===== config.mk =====
export PLATFORM = sky130hd
export DESIGN_NAME = rtpi_timer
export DESIGN_NICKNAME = d
export VERILOG_FILES = /design/src/rtl/rtpi_pkg.sv /design/src/rtl/rtpi_timer.sv
export SDC_FILE = /design/constraint.sdc
export NUM_CORES = 1
export LEC_CHECK = 0
export BUFFER_PORTS_ARGS = -buffer_cell sky130_fd_sc_hd__buf_4
export CORE_MARGIN = 8
export CORE_UTILIZATION = 48
export CTS_BUF_LIST = sky130_fd_sc_hd__clkbuf_4 sky130_fd_sc_hd__clkbuf_8
export CTS_CLUSTER_DIAMETER = 50
export DETAILED_ROUTE_END_ITERATION = 6
export PLACE_DENSITY = 0.7
export SYNTH_ARGS = -nofsm -noshare
export SYNTH_HDL_FRONTEND = slang
export SYNTH_SLANG_ARGS = --single-unit

===== constraint.sdc =====
create_clock -name clk_sys_i -period 1.5 [get_ports clk_sys_i]
set_clock_uncertainty 0.05 [all_clocks]
set_input_delay 0.15 -clock clk_sys_i [delete_from_list [all_inputs] [get_ports clk_sys_i]]
set_output_delay 0.15 -clock clk_sys_i [all_outputs]
set_load 0.03 [all_outputs]

===== src/rtl/rtpi_pkg.sv =====
// package: constants for the ripple timer with periodic interrupt
package rtpi_pkg;
  // ===========================================================
  // register map
  localparam logic [7:0] ADDR_CTRL_STATUS = 8'h08;
  localparam logic [7:0] ADDR_COUNT_VALUE = 8'h09;
  // ===========================================================
  // control/status field positions
  localparam int BIT_OVF_FLAG = 7;
  localparam int BIT_PER_FLAG = 6;
  localparam int BIT_OVF_IE   = 5;
  localparam int BIT_PER_IE   = 4;
  localparam int BIT_OVF_ACK  = 3;
  localparam int BIT_PER_ACK  = 2;
  localparam int BIT_RATE_HI  = 1;
  localparam int BIT_RATE_LO  = 0;
  // ===========================================================
  // reset values
  localparam logic [1:0] RATE_RESET     = 2'h3;
  localparam logic [7:0] COUNT_RESET    = 8'h00;
  // ===========================================================
  // chain timing, in bus clock cycles
  localparam int PRESCALE_BITS  = 2;   // divide by four
  localparam int COUNTER_BITS   = 8;   // readable stage
  localparam int PERIODIC_BASE  = 14;  // first periodic tap, 2^14
  localparam int CHAIN_BITS     = 17;  // longest tap, 2^17
  localparam int POR_CYCLES     = 4064;
  localparam int POR_BITS       = 12;
endpackage


===== src/rtl/rtpi_timer.sv =====
// module: ripple timer chain with overflow and periodic interrupt
//
// Functional notes
// (RULE_01) overflow flag sets when the 8-bit counter wraps all-ones to zero
// (RULE_02) interrupt request while overflow flag and overflow enable are set
// (RULE_03) overflow ack write of one clears flag; ack reads zero
// (RULE_04) any reset clears both flags and both enables
// (RULE_05) periodic circuit runs at bus clock/8192 with four divider stages
// (RULE_06) periodic flag sets when the selected stage output goes active
// (RULE_07) periodic flag with enable requests; periodic ack clears, reads zero
// (RULE_08) rate codes 00..11 give 2^14..2^17 bus clock periods
// (RULE_09) reset sets rate select to 11, the longest period
// (RULE_10) software avoids changing rate near timeout; flags may slip
// (RULE_11) count register is read-only, advancing every four bus clocks
// (RULE_12) power-up clears chain, counts 4064 cycles, clears again, releases
// (RULE_13) after power-on release counter counts up from zero
// (RULE_14) external reset outside power-on clears the whole chain
// (RULE_15) chain holds still while the bus clock source switches
// (RULE_16) counter overflow recurs every 1024 bus clock cycles
// (RULE_17) counter fed by fixed divide-by-four prescaler
// (RULE_18) control/status at 0x08, count value at 0x09
// (RULE_19) bits: flags 7,6; enables 5,4; acks 3,2; rate 1,0
// (RULE_20) enables and rate are read/write; flag bits ignore writes
//
// The implementer's own choices: the placing of the registers and the plain strobed port.
`timescale 1ns/1ps
module rtpi_timer #(
  parameter int POR_COUNT = rtpi_pkg::POR_CYCLES
) (
  // clock and resets
  input  wire logic       clk_sys_i,
  input  wire logic       rst_i,
  input  wire logic       ext_reset_i,
  // clock-source switch in progress, from the clock selector
  input  wire logic       clk_switching_i,
  // register port
  input  wire logic [7:0] addr_i,
  input  wire logic [7:0] wdata_i,
  input  wire logic       wr_i,
  input  wire logic       rd_i,
  output logic      [7:0] rdata_o,
  // status outputs
  output logic            irq_o,
  output logic            por_busy_o
);

  // ===========================================================
  // input synchronisers
  logic [1:0] ext_sync;
  logic [1:0] sw_sync;
  logic       ext_rst;
  logic       switching;

  // both pins arrive from outside this clock domain
  always_ff @(posedge clk_sys_i or posedge rst_i) begin
    if (rst_i) begin
      ext_sync <= 2'h0;
      sw_sync  <= 2'h0;
    end else begin
      ext_sync <= {ext_sync[0], ext_reset_i};
      sw_sync  <= {sw_sync[0], clk_switching_i};
    end
  end
  assign ext_rst   = ext_sync[1];
  assign switching = sw_sync[1];

  // ===========================================================
  // helpers
  // tap index for a rate code: 2^(14+code) cycles per periodic event
  function automatic logic [4:0] tap_of(input logic [1:0] code);
    tap_of = 5'(rtpi_pkg::PERIODIC_BASE - 1) + 5'(code);
  endfunction

  function automatic logic hit(input logic [7:0] a, input logic [7:0] b);
    hit = (a == b);
  endfunction

  // ===========================================================
  // power-on sequencer and divider chain
  logic [rtpi_pkg::POR_BITS-1:0]   por_cnt;
  logic [rtpi_pkg::POR_BITS-1:0]   next_por_cnt;
  logic                            por_busy;
  logic                            next_por_busy;
  logic [rtpi_pkg::CHAIN_BITS-1:0] chain;
  logic [rtpi_pkg::CHAIN_BITS-1:0] next_chain;
  logic                            chain_clear;
  logic                            advance;

  // the chain clears on entry to, release of, and any external reset
  assign chain_clear = por_busy || ext_rst;              // see RULE_14
  // frozen while the bus clock changes source, as the real clock is low
  assign advance     = !switching;                       // see RULE_15

  always_comb begin
    next_por_cnt  = por_cnt;
    next_por_busy = por_busy;
    next_chain    = chain;
    if (por_busy) begin
      // power-on count; the chain is held clear, released at the end
      next_chain = '0;                                   // see RULE_12
      if (advance) begin
        next_por_cnt = por_cnt + 1'b1;
      end
      if (por_cnt == rtpi_pkg::POR_BITS'(POR_COUNT - 1)) begin
        next_por_busy = 1'b0;                            // see RULE_12
      end
    end else if (chain_clear) begin
      next_chain = '0;                                   // see RULE_14
    end else if (advance) begin
      // prescaler is chain[1:0], counter chain[9:2]
      next_chain = chain + 1'b1;             // see RULE_13 RULE_17
    end
  end

  always_ff @(posedge clk_sys_i or posedge rst_i) begin
    if (rst_i) begin
      por_cnt  <= '0;
      por_busy <= 1'b1;
      chain    <= '0;
    end else begin
      por_cnt  <= next_por_cnt;
      por_busy <= next_por_busy;
      chain    <= next_chain;
    end
  end

  // ===========================================================
  // chain events
  logic [7:0] count_value;
  logic       ovf_event;
  logic       per_event;
  logic [4:0] tap;

  assign count_value = chain[9:2];                       // see RULE_11
  // wrap from FF to 00 happens every 1024 bus cycles
  assign ovf_event = advance && !chain_clear &&
                     (chain[9:0] == 10'h3FF);      // see RULE_01 RULE_16

  // ===========================================================
  // control/status register
  logic       ovf_flag;
  logic       per_flag;
  logic       ovf_ie;
  logic       per_ie;
  logic [1:0] rate_sel;
  logic       next_ovf_flag;
  logic       next_per_flag;
  logic       next_ovf_ie;
  logic       next_per_ie;
  logic [1:0] next_rate_sel;
  logic       cs_wr;

  assign cs_wr = wr_i &&
                 hit(addr_i, rtpi_pkg::ADDR_CTRL_STATUS); // see RULE_18
  assign tap = tap_of(rate_sel);                         // see RULE_08
  // the selected stage goes active when all bits below and at it are ones;
  // taps sit after bit 12, i.e. beyond the /8192 point
  assign per_event = advance && !chain_clear &&
                     (chain & ((17'h1 << (tap + 5'h1)) - 17'h1)) ==
                     ((17'h1 << (tap + 5'h1)) - 17'h1);  // see RULE_05 RULE_06

  // a set in the same cycle as an ack wins, so no event is lost
  always_comb begin
    next_ovf_flag = ovf_flag;
    next_per_flag = per_flag;
    next_ovf_ie   = ovf_ie;
    next_per_ie   = per_ie;
    next_rate_sel = rate_sel;
    if (cs_wr) begin
      next_ovf_ie   = wdata_i[rtpi_pkg::BIT_OVF_IE];     // see RULE_20
      next_per_ie   = wdata_i[rtpi_pkg::BIT_PER_IE];
      next_rate_sel = {wdata_i[rtpi_pkg::BIT_RATE_HI],
                       wdata_i[rtpi_pkg::BIT_RATE_LO]};  // see RULE_19
      if (wdata_i[rtpi_pkg::BIT_OVF_ACK]) begin
        next_ovf_flag = 1'b0;                            // see RULE_03
      end
      if (wdata_i[rtpi_pkg::BIT_PER_ACK]) begin
        next_per_flag = 1'b0;                            // see RULE_07
      end
    end
    if (ovf_event) begin
      next_ovf_flag = 1'b1;                              // see RULE_01
    end
    if (per_event) begin
      next_per_flag = 1'b1;                              // see RULE_06
    end
    if (ext_rst || por_busy) begin
      // external and power-on reset clear flags and enables
      next_ovf_flag = 1'b0;                              // see RULE_04
      next_per_flag = 1'b0;
      next_ovf_ie   = 1'b0;
      next_per_ie   = 1'b0;
      next_rate_sel = rtpi_pkg::RATE_RESET;              // see RULE_09
    end
  end

  always_ff @(posedge clk_sys_i or posedge rst_i) begin
    if (rst_i) begin
      ovf_flag <= 1'b0;                                  // see RULE_04
      per_flag <= 1'b0;
      ovf_ie   <= 1'b0;
      per_ie   <= 1'b0;
      rate_sel <= rtpi_pkg::RATE_RESET;                  // see RULE_09
    end else begin
      ovf_flag <= next_ovf_flag;
      per_flag <= next_per_flag;
      ovf_ie   <= next_ovf_ie;
      per_ie   <= next_per_ie;
      rate_sel <= next_rate_sel;
    end
  end

  // ===========================================================
  // read data, interrupt and status outputs
  logic [7:0] next_rdata;
  logic       next_irq;

  always_comb begin
    next_rdata = 8'h00;
    if (rd_i && hit(addr_i, rtpi_pkg::ADDR_CTRL_STATUS)) begin
      // ack bits are write-only and read as zero
      next_rdata[rtpi_pkg::BIT_OVF_FLAG] = ovf_flag;     // see RULE_03
      next_rdata[rtpi_pkg::BIT_PER_FLAG] = per_flag;
      next_rdata[rtpi_pkg::BIT_OVF_IE]   = ovf_ie;
      next_rdata[rtpi_pkg::BIT_PER_IE]   = per_ie;
      next_rdata[rtpi_pkg::BIT_RATE_HI]  = rate_sel[1];
      next_rdata[rtpi_pkg::BIT_RATE_LO]  = rate_sel[0];
    end else if (rd_i && hit(addr_i, rtpi_pkg::ADDR_COUNT_VALUE)) begin
      next_rdata = count_value;                          // see RULE_11
    end
    // request follows the stored flags, one cycle behind them
    next_irq = (ovf_flag && ovf_ie) ||
               (per_flag && per_ie);                     // see RULE_02 RULE_07
  end

  always_ff @(posedge clk_sys_i or posedge rst_i) begin
    if (rst_i) begin
      rdata_o    <= 8'h00;
      irq_o      <= 1'b0;
      por_busy_o <= 1'b1;
    end else begin
      rdata_o    <= next_rdata;
      irq_o      <= next_irq;
      por_busy_o <= next_por_busy;
    end
  end
endmodule

==> Yosys cells after proc, flatten, opt, wreduce, memory -nomap -nowiden <==
Cells that the tools add are included.
{ "totals": {"wordCells": 69, "latch_bits": 0, "in_bits": 22, "reg_bits": 49, "ram_bits": 0, "romBits": 0, "memories": 0} }
{ "classes": {"bitwise": 2, "n_mul": 0, "order_cmp": 0, "n_reduce_logical": 20, "div_mod_pow": 0, "n_eq_ne": 6, "shift": 1, "addsub": 5, "mux": 23} }
{ "ops": {"columns": ["cell", "n"], "rows": [
  ["$mux 17", 3],
  ["$add 17x1->17 const B", 1],
  ["$and 17x17->17", 1],
  ["$eq 17x17->1", 1],
  ["$shl 1x5->17 const A", 1],
  ["$sub 17x1->17 const B", 1],
  ["$eq 8x4->1 const B", 2],
  ["$mux 1", 14],
  ["$add 12x1->12 const B", 1],
  ["$eq 12x12->1 const B", 1],
  ["$reduce_bool 3->1", 4],
  ["$eq 10x10->1 const B", 1],
  ["$logic_and 1x1->1", 8],
  ["$mux 2", 4],
  ["$mux 8", 1],
  ["$reduce_and 2->1", 3],
  ["$add 4x2->5 const A", 1],
  ["$add 5x1->5 const B", 1],
  ["$mux 4", 1],
  ["$ne 3x2->1 const B", 1],
  ["$logic_not 1->1", 2],
  ["$logic_or 1x1->1", 2],
  ["$reduce_bool 2->1", 1],
  ["$not 1->1", 1]
]} }

==> Longest topological paths before layout <==
Gate-level depths: netlist of the first run.
{ "depth": {"ltp_word": 9, "depth_mapped": 5} }

==> Worst setup path before layout of the first run <==
No wires, ideal clock.
{ "synth_timing": {"kind": "reg-to-reg", "start": "register, netlist name por_busy_o", "end": "register por_cnt[8] (netlist name)", "setup_ns": 0.123, "period_less_slack_ns": 1.611, "t_arrival_ns": 1.439, "stages_incl_launch_ff": 5, "slack_ns": -0.111, "path_buffers": 0, "path_cell_list": "dfstp_2 nor2b_1 and3_1 nand3_1 xnor2_1"} }
{ "synth_rtl": {"columns": ["item", "line", "text"], "rows": [
  ["to (signal assigned)", "rtpi_timer.sv:121", "por_cnt <= next_por_cnt;"],
  ["to (decl)", "rtpi_timer.sv:80", "logic [rtpi_pkg::POR_BITS-1:0] por_cnt;"]
]} }

==> Worst setup path in the final report of the first run <==
{ "layout_timing": {"start": "register chain[1] (netlist name)", "end": "register chain[6] (netlist name)"} }
{ "layout_between": {"elab_chain_cells": 4} }
{ "layout_rtl": {"columns": ["item", "line", "text"], "rows": [
  ["from (decl)", "rtpi_timer.sv:84", "logic [rtpi_pkg::CHAIN_BITS-1:0] chain;"],
  ["from (signal assigned)", "rtpi_timer.sv:123", "chain <= next_chain;"],
  ["$add 17x1->17", "rtpi_timer.sv:111", "next_chain = chain + 1'b1;"],
  ["$mux 17", "rtpi_timer.sv:109", "end else if (advance) begin"],
  ["$mux 17", "rtpi_timer.sv:107", "end else if (chain_clear) begin"],
  ["$mux 17", "rtpi_timer.sv:98", "if (por_busy) begin"]
]} }
Every way passes these cells. The select of a mux whose other input is x is not followed.
A chain may end at the register's enable or synchronous reset.

==> run summary, run 1 <==
Timing
• fmax: 671.3 MHz
• share of the clock period used by the worst path: 0.9932
• worst slack on hold paths: 11.59 ps
• minimum clock period: 1490 ps
• max-slew violations: 0
• Setup TNS Final: 0 ps
• setup repair after global routing missed its margin: yes
• max-slew headroom at the worst pin: 0.6950
• final-report hold violation count: 0
• Setup-failing EPs final: 0
• worst-margin pin slew: 456.9 ps

Status
• result of the run: complete, no violations

Worst setup path
• number of buffer and inverter stages on the critical path: 1
• Worst Path Required: 1680 ps
• startpoint of the most critical setup path: chain[1]
• crit path capture type: flip-flop
• worst endpoint data arrival time: 1670 ps
• critical-path cell list: ha_4 -> nand4b_4 -> buf_4 -> or3_1 -> a21oi_1
• crit-path max FO: 6
• CP top delay family: simple AND/OR/NAND/NOR gates
• startpoint of the worst register-to-register path: chain[1]
• startpoint type of the worst setup path: flip-flop
• Worst Path Class, Setup: flip-flop to flip-flop
• Worst path max stage delay: 420 ps
• master of the slowest instance on the critical path: dfrtp_1

Logic synthesis
• proportion of synthesized chip area in sequential cells: 0.5653
• share of flip-flops with an asynchronous set or reset: 1.000
• count of flip-flops with a built-in enable after synthesis: 0
• post-synthesis net count: 212
• gate count of the mapped netlist: 188
• number of warnings reported in the yosys synthesis log: 0
• Netlist cell types: 38
• average cell area after synthesis: 11.57 sq um
• most used flip-flop cell after synthesis: dfrtp_1
• post-synthesis register bit count: 49
• post-synthesis cell area: 0.002176 sq mm

Place
• placed cell areas: 0.002695 sq mm
• GPL Wtd Cong: 0.7761
• count of input and output buffers: 29
• post-DP HPWL: 3355 um

Power and ir drop
• total power density per cell area: 804.3 mW/mm^2
• total power consumption of the routed design: 2.321 mW
• peak supply drop: 481.7 uV
• static power due to leakage: 1.482 nW

Clock network
• level count of the clock H-tree: 2
• clock insertion delay at the later pin of the skew report: 300 ps
• TritonCTS clock tree: yes
• CTS clk-pin slew, worst paths: 90 ps
• Max clock buf depth: 2
• root buffer cell: clkbuf_8
• number of clock sinks: 49
• number of buffers created by CTS: 5

Global routing
• via count of the first global-routing pass: 1749
• pin count of the biggest net entering global routing: 22
• total congestion overflow: 0
• number of antenna violations at the first check in global routing: 0
• first-pass GRT wire length: 7845 um
• GRT Resource Usage Total: 0.1361

Route
• average wire per cell in the routed design: 14.33 um
• count of nets left with antenna violations after detail routing: 0
• drt initial violations: 88
• vias per inst: 5.243
• number of detailed-route iterations in the first pass: 4
• final WL: 4427 um
• detailed-route DRC error count: 0
• vias post-DR: 1620

Hold path
• start point of the worst hold path: wdata_i[1]
• type of the tightest min-delay check: primary input to flip-flop

Floorplan
• area of the core: 0.004354 sq mm
• Horiz. Die Dim: 83.33 um
• die area: 0.006943 sq mm
• I/O pin count: 32
• site row count: 24
• initial core utilization: 0.4997
• die span in y: 83.33 um

Finish
• final std cell area, no fill: 0.002885 sq mm
• Ant. Diodes: 0
• fraction of layout cells with a size suffix above 1: 0.3307
• total number of nets in the final design: 280
• layout-stage area growth over the synthesis result: 32.61%
• core occupancy in the finished layout: 0.6626

Flow run
• number of maximum-capacitance violations: 0

sequential cells by signal, indices dropped and copies added (netlist names), 2 cells and up:
signal and count:
chain 17, por_cnt 12, rdata_o 8, ext_sync 2
rate_sel 2, sw_sync 2
path summary, 6_finish.rpt:
check                      slack (ps)          end  cells past startpoint
hold reg to reg                   300   sw_sync[1]                      0
hold / removal                     10  rate_sel[1]                      3
max in group asynchronous         490   por_cnt[3]                      4
min in group asynchronous         370     chain[8]                      3
setup reg to reg                   10     chain[6]                      5
setup / recovery                   10     chain[6]                      5
kinds of logic after synthesis:
group	after synthesis	share of synthesized area
buf+inv	11	0.01955
fa+ha+maj	2	0.01150
simple gates	74	0.2087
compound gates	24	0.07763
xor+xnor	21	0.08453
mux	7	0.03278
flops	49	0.5653
layout make-up:
cell class,instances,area [sq um]
Inverter,8,30.03
Fill cell,345,1469
Tap cell,52,65.06
Sequential cell,49,1230
Timing Repair Buffer,64,510.5
Multi-Input combinational cell,128,952.2
Clock buffer,8,97.59
cells in the mapped netlist, types with 4 or more instances:
cell,n,area (sq um)
inv_1,8,30.03
xnor2_1,14,122.6
nor2_1,23,86.33
nand3_1,6,30.03
xor2_1,7,61.31
a22o_1,7,61.31
and3_1,4,25.02
dfrtp_1,46,1151
nand2_1,12,45.04
nand4_1,6,37.54
a21oi_1,6,30.03
mux2i_1,6,60.06
o21ai_0,5,25.02
metrics by stage:
step | setup WS [ps] | cells
CTS | 0.7825 | 309
finish | 10.24 | 309
floorplan | -19.44 | 188
global placement | -0.2525 | 296
global route | -57.24 | 309
detailed placement | -47.16 | 296
cells in the final DEF, fill, tap and decap left out, types with 2 or more instances in the layout:
cell type / instances
a41o_1: 2
dfrtp_1: 46
clkbuf_8: 6
a21oi_1: 6
mux2i_1: 6
inv_1: 7
buf_6: 2
nand4_1: 6
or3_1: 3
xnor2_1: 14
dlygate4sd3_1: 4
clkbuf_4: 2
nor4b_4: 2
and2_1: 2
nand3_1: 6
nor2_1: 23
o21ai_0: 5
dfstp_2: 3
xor2_1: 7
and3_1: 3
nand4b_1: 3
buf_4: 57
nand2_1: 11
a22o_1: 7
and4_1: 2
layer usage:
| layer | wire length (um) | up-vias | global-route usage |
|---|---|---|---|
| li1 | - | 799 | - |
| met1 | 1936 | 781 | 0.1534 |
| met2 | 2229 | 33 | 0.2348 |
| met3 | 199 | 7 | 0.04297 |
| met4 | 61 | 0 | 0.04792 |
| met5 | 0 | - | 0 |
power by group:
part	switching (mW)	leakage (nW)	internal [mW]	total [mW]
logic	0.0703	0.767	0.0848	0.155
registers	0.0106	0.663	1.33	1.34
clock network	0.411	0.0523	0.413	0.824
total	0.492	1.48	1.83	2.32
worst reg2reg max path, stage by stage, from the launching register on:
cell      delay (ps)
dfrtp_1          420
ha_4             170
nand4b_4         160
buf_4            180
or3_1            300
a21oi_1          140
repair_timing:
item | 4_1_cts | 5_1_grt
setup endpoints to repair | 4 | 10
hold buffers | 4 | 0
setup buffers | 1 | 0
cloned | 0 | 0
gates resized for setup | 4 | 4
pin swaps | 0 | 1
endpoints found under the hold margin | 21 | 0
(Power assumes the default switching activity.)
==> run 2, diff against run 1 <==
Settings changed: RECOVER_POWER set to 50.
==> run 2 against run 1 <==
Compared with the run above:
- sequential power about the same
- flip-flop and latch count unchanged
- setup slack about the same
- critical endpoint unchanged
- highest routed layer unchanged
==> run summary, run 2 (synthesized netlist as in run 1, its figures left out) <==
Clock network
• number of buffers created by CTS: 5, unchanged
• CTS clk-pin slew, worst paths: 90 ps, about the same
• clock insertion delay at the later pin of the skew report: 300 ps, about the same
• number of clock sinks: 49, unchanged
• TritonCTS clock tree: yes
• level count of the clock H-tree: 2, unchanged
• Max clock buf depth: 2, unchanged
• root buffer cell: clkbuf_8

Route
• drt initial violations: 89, +1.1%
• final WL: 4447 um, +0.45%
• detailed-route DRC error count: 0, unchanged
• number of detailed-route iterations in the first pass: 4, unchanged
• vias post-DR: 1618, -0.12%
• count of nets left with antenna violations after detail routing: 0, unchanged
• vias per inst: 5.236, -0.12%
• average wire per cell in the routed design: 14.39 um, +0.45%

Timing
• share of the clock period used by the worst path: 0.9931, about the same
• smallest setup slack after layout: 10.36 ps, +0.1116 ps
• Setup-failing EPs final: 0, unchanged
• fmax: 671.3 MHz, about the same
• worst-margin pin slew: 824.2 ps, +367.3 ps
• final-report hold violation count: 0, unchanged
• max-slew headroom at the worst pin: 0.4499, -0.2450
• max-slew violations: 0, unchanged
• setup repair after global routing missed its margin: yes
• Setup TNS Final: 0 ps, unchanged
• worst slack on hold paths: 11.56 ps, -0.03010 ps
• minimum clock period: 1490 ps, -0.1116 ps

Floorplan
• site row count: 24, unchanged
• initial core utilization: 0.4997, unchanged
• Horiz. Die Dim: 83.33 um, unchanged
• die area: 0.006943 sq mm, unchanged
• area of the core: 0.004354 sq mm, unchanged
• I/O pin count: 32, unchanged
• die span in y: 83.33 um, unchanged

Finish
• most used cells in the layout excluding fill and tap cells: 46 x dfrtp_1, 45 x buf_4, 23 x nor2_1, 14 x xnor2_1, 11 x nand2_1
• most flop-heavy register: chain
• flip-flop count of the largest register, all copies and words added: 17, unchanged
• Ant. Diodes: 0, unchanged
• most frequent standard cell in the layout excluding fill and tap cells: dfrtp_1
• fraction of layout cells with a size suffix above 1: 0.2918, -0.03891
• total number of nets in the final design: 280, unchanged
• layout-stage area growth over the synthesis result: 31.05%
• largest registers: chain: 17 flops, por_cnt: 12 flops, rdata_o: 8 flops

Global routing
• via count of the first global-routing pass: 1749, unchanged
• GRT Resource Usage Total: 0.1361, unchanged
• first-pass GRT wire length: 7845 um, unchanged
• global-route layer with the greatest usage: met2
• grt met3 use: 0.04297, unchanged
• met1 GRT Util: 0.1534, unchanged
• GR Layer Usage met2: 0.2348, unchanged
• pin count of the biggest net entering global routing: 22, unchanged
• total congestion overflow: 0, unchanged
• number of antenna violations at the first check in global routing: 0, unchanged

Place
• post-DP HPWL: 3355 um, unchanged
• pre-CTS worst setup slack: -47.16 ps, unchanged
• count of input and output buffers: 29, unchanged
• GPL Wtd Cong: 0.7761, unchanged

Worst setup path
• number of buffer and inverter stages on the critical path: 1, unchanged
• worst endpoint data arrival time: 1670 ps, about the same
• startpoint type of the worst setup path: flip-flop
• Worst Path Class, Setup: flip-flop to flip-flop
• CP top delay family: simple AND/OR/NAND/NOR gates
• crit path capture type: flip-flop
• Worst Path Required: 1680 ps, about the same
• critical-path cell list: ha_4 -> nand4b_4 -> buf_4 -> or3_1 -> a21oi_1
• Worst path max stage delay: 420 ps, about the same
• master of the slowest instance on the critical path: dfrtp_1
• crit-path max FO: 6, unchanged
• flop2flop setup slack: 10 ps, about the same

Power and ir drop
• total power density per cell area: 814.1 mW/mm^2, +1.2%
• static power due to leakage: 1.444 nW, -2.6%
• peak supply drop: 481.4 uV, about the same
• total power consumption of the routed design: 2.321 mW, about the same

Hold path
• type of the tightest min-delay check: primary input to flip-flop

Status
• result of the run: complete, no violations

Flow run
• number of maximum-capacitance violations: 0, unchanged

-- run 2: stage by stage --
step / cells / cell area (sq um) / util
floorplan: 188 / 2195 / -
global placement: 296 / 2695 / 0.6190
detailed placement: 296 / 2695 / 0.6190
CTS: 309 / 2870 / 0.6592
global route: 309 / 2851 / 0.6549
finish: 309 / 2851 / 0.6549
-- run 2: metal layers --
metal  part of all wire  up-vias
met3              0.047        7
li1                   -      798
met5                  0        -
met4              0.014        0
met2               0.50       33
met1               0.44      780
-- run 2: report_power, final --
group          total, mW  leakage, nW  internal [mW]  switching [mW]
clock              0.825       0.0523          0.413           0.413
sequential          1.34        0.663           1.33          0.0107
combinational      0.154        0.729         0.0842          0.0699
total               2.32         1.44           1.83           0.493
-- run 2: path summary, 6_finish.rpt --
check,startpoint,to,cells after the start
max,chain[1],chain[6],5
min,wdata_i[1],rate_sel[1],3
max reg2reg,chain[1],chain[6],5
min reg2reg,sw_sync[0],sw_sync[1],0
max in group asynchronous,rst_i,por_cnt[5],4
min in group asynchronous,rst_i,chain[8],3
-- run 2: layout make-up --
class | instances | area (sq um)
clock buffers | 8 | 97.59
fillers | 360 | 1503
inverters | 8 | 30.03
multi-input cells | 128 | 952.2
flip-flops and latches | 49 | 1230
well taps | 52 | 65.06
repair buffers | 64 | 476.7
-- run 2: worst register-to-register path, cell delays in order (launching register included) --
cell and delay [ps]:
dfrtp_1 420, ha_4 170, nand4b_4 160, buf_4 180
or3_1 300, a21oi_1 140
-- run 2: repair_timing --
item	CTS	global route
resized for setup	4	4
pin swaps	0	1
endpoints found under the setup margin	4	10
endpoints found under the hold margin	21	0
buffers inserted	1	0
hold buffers	4	0
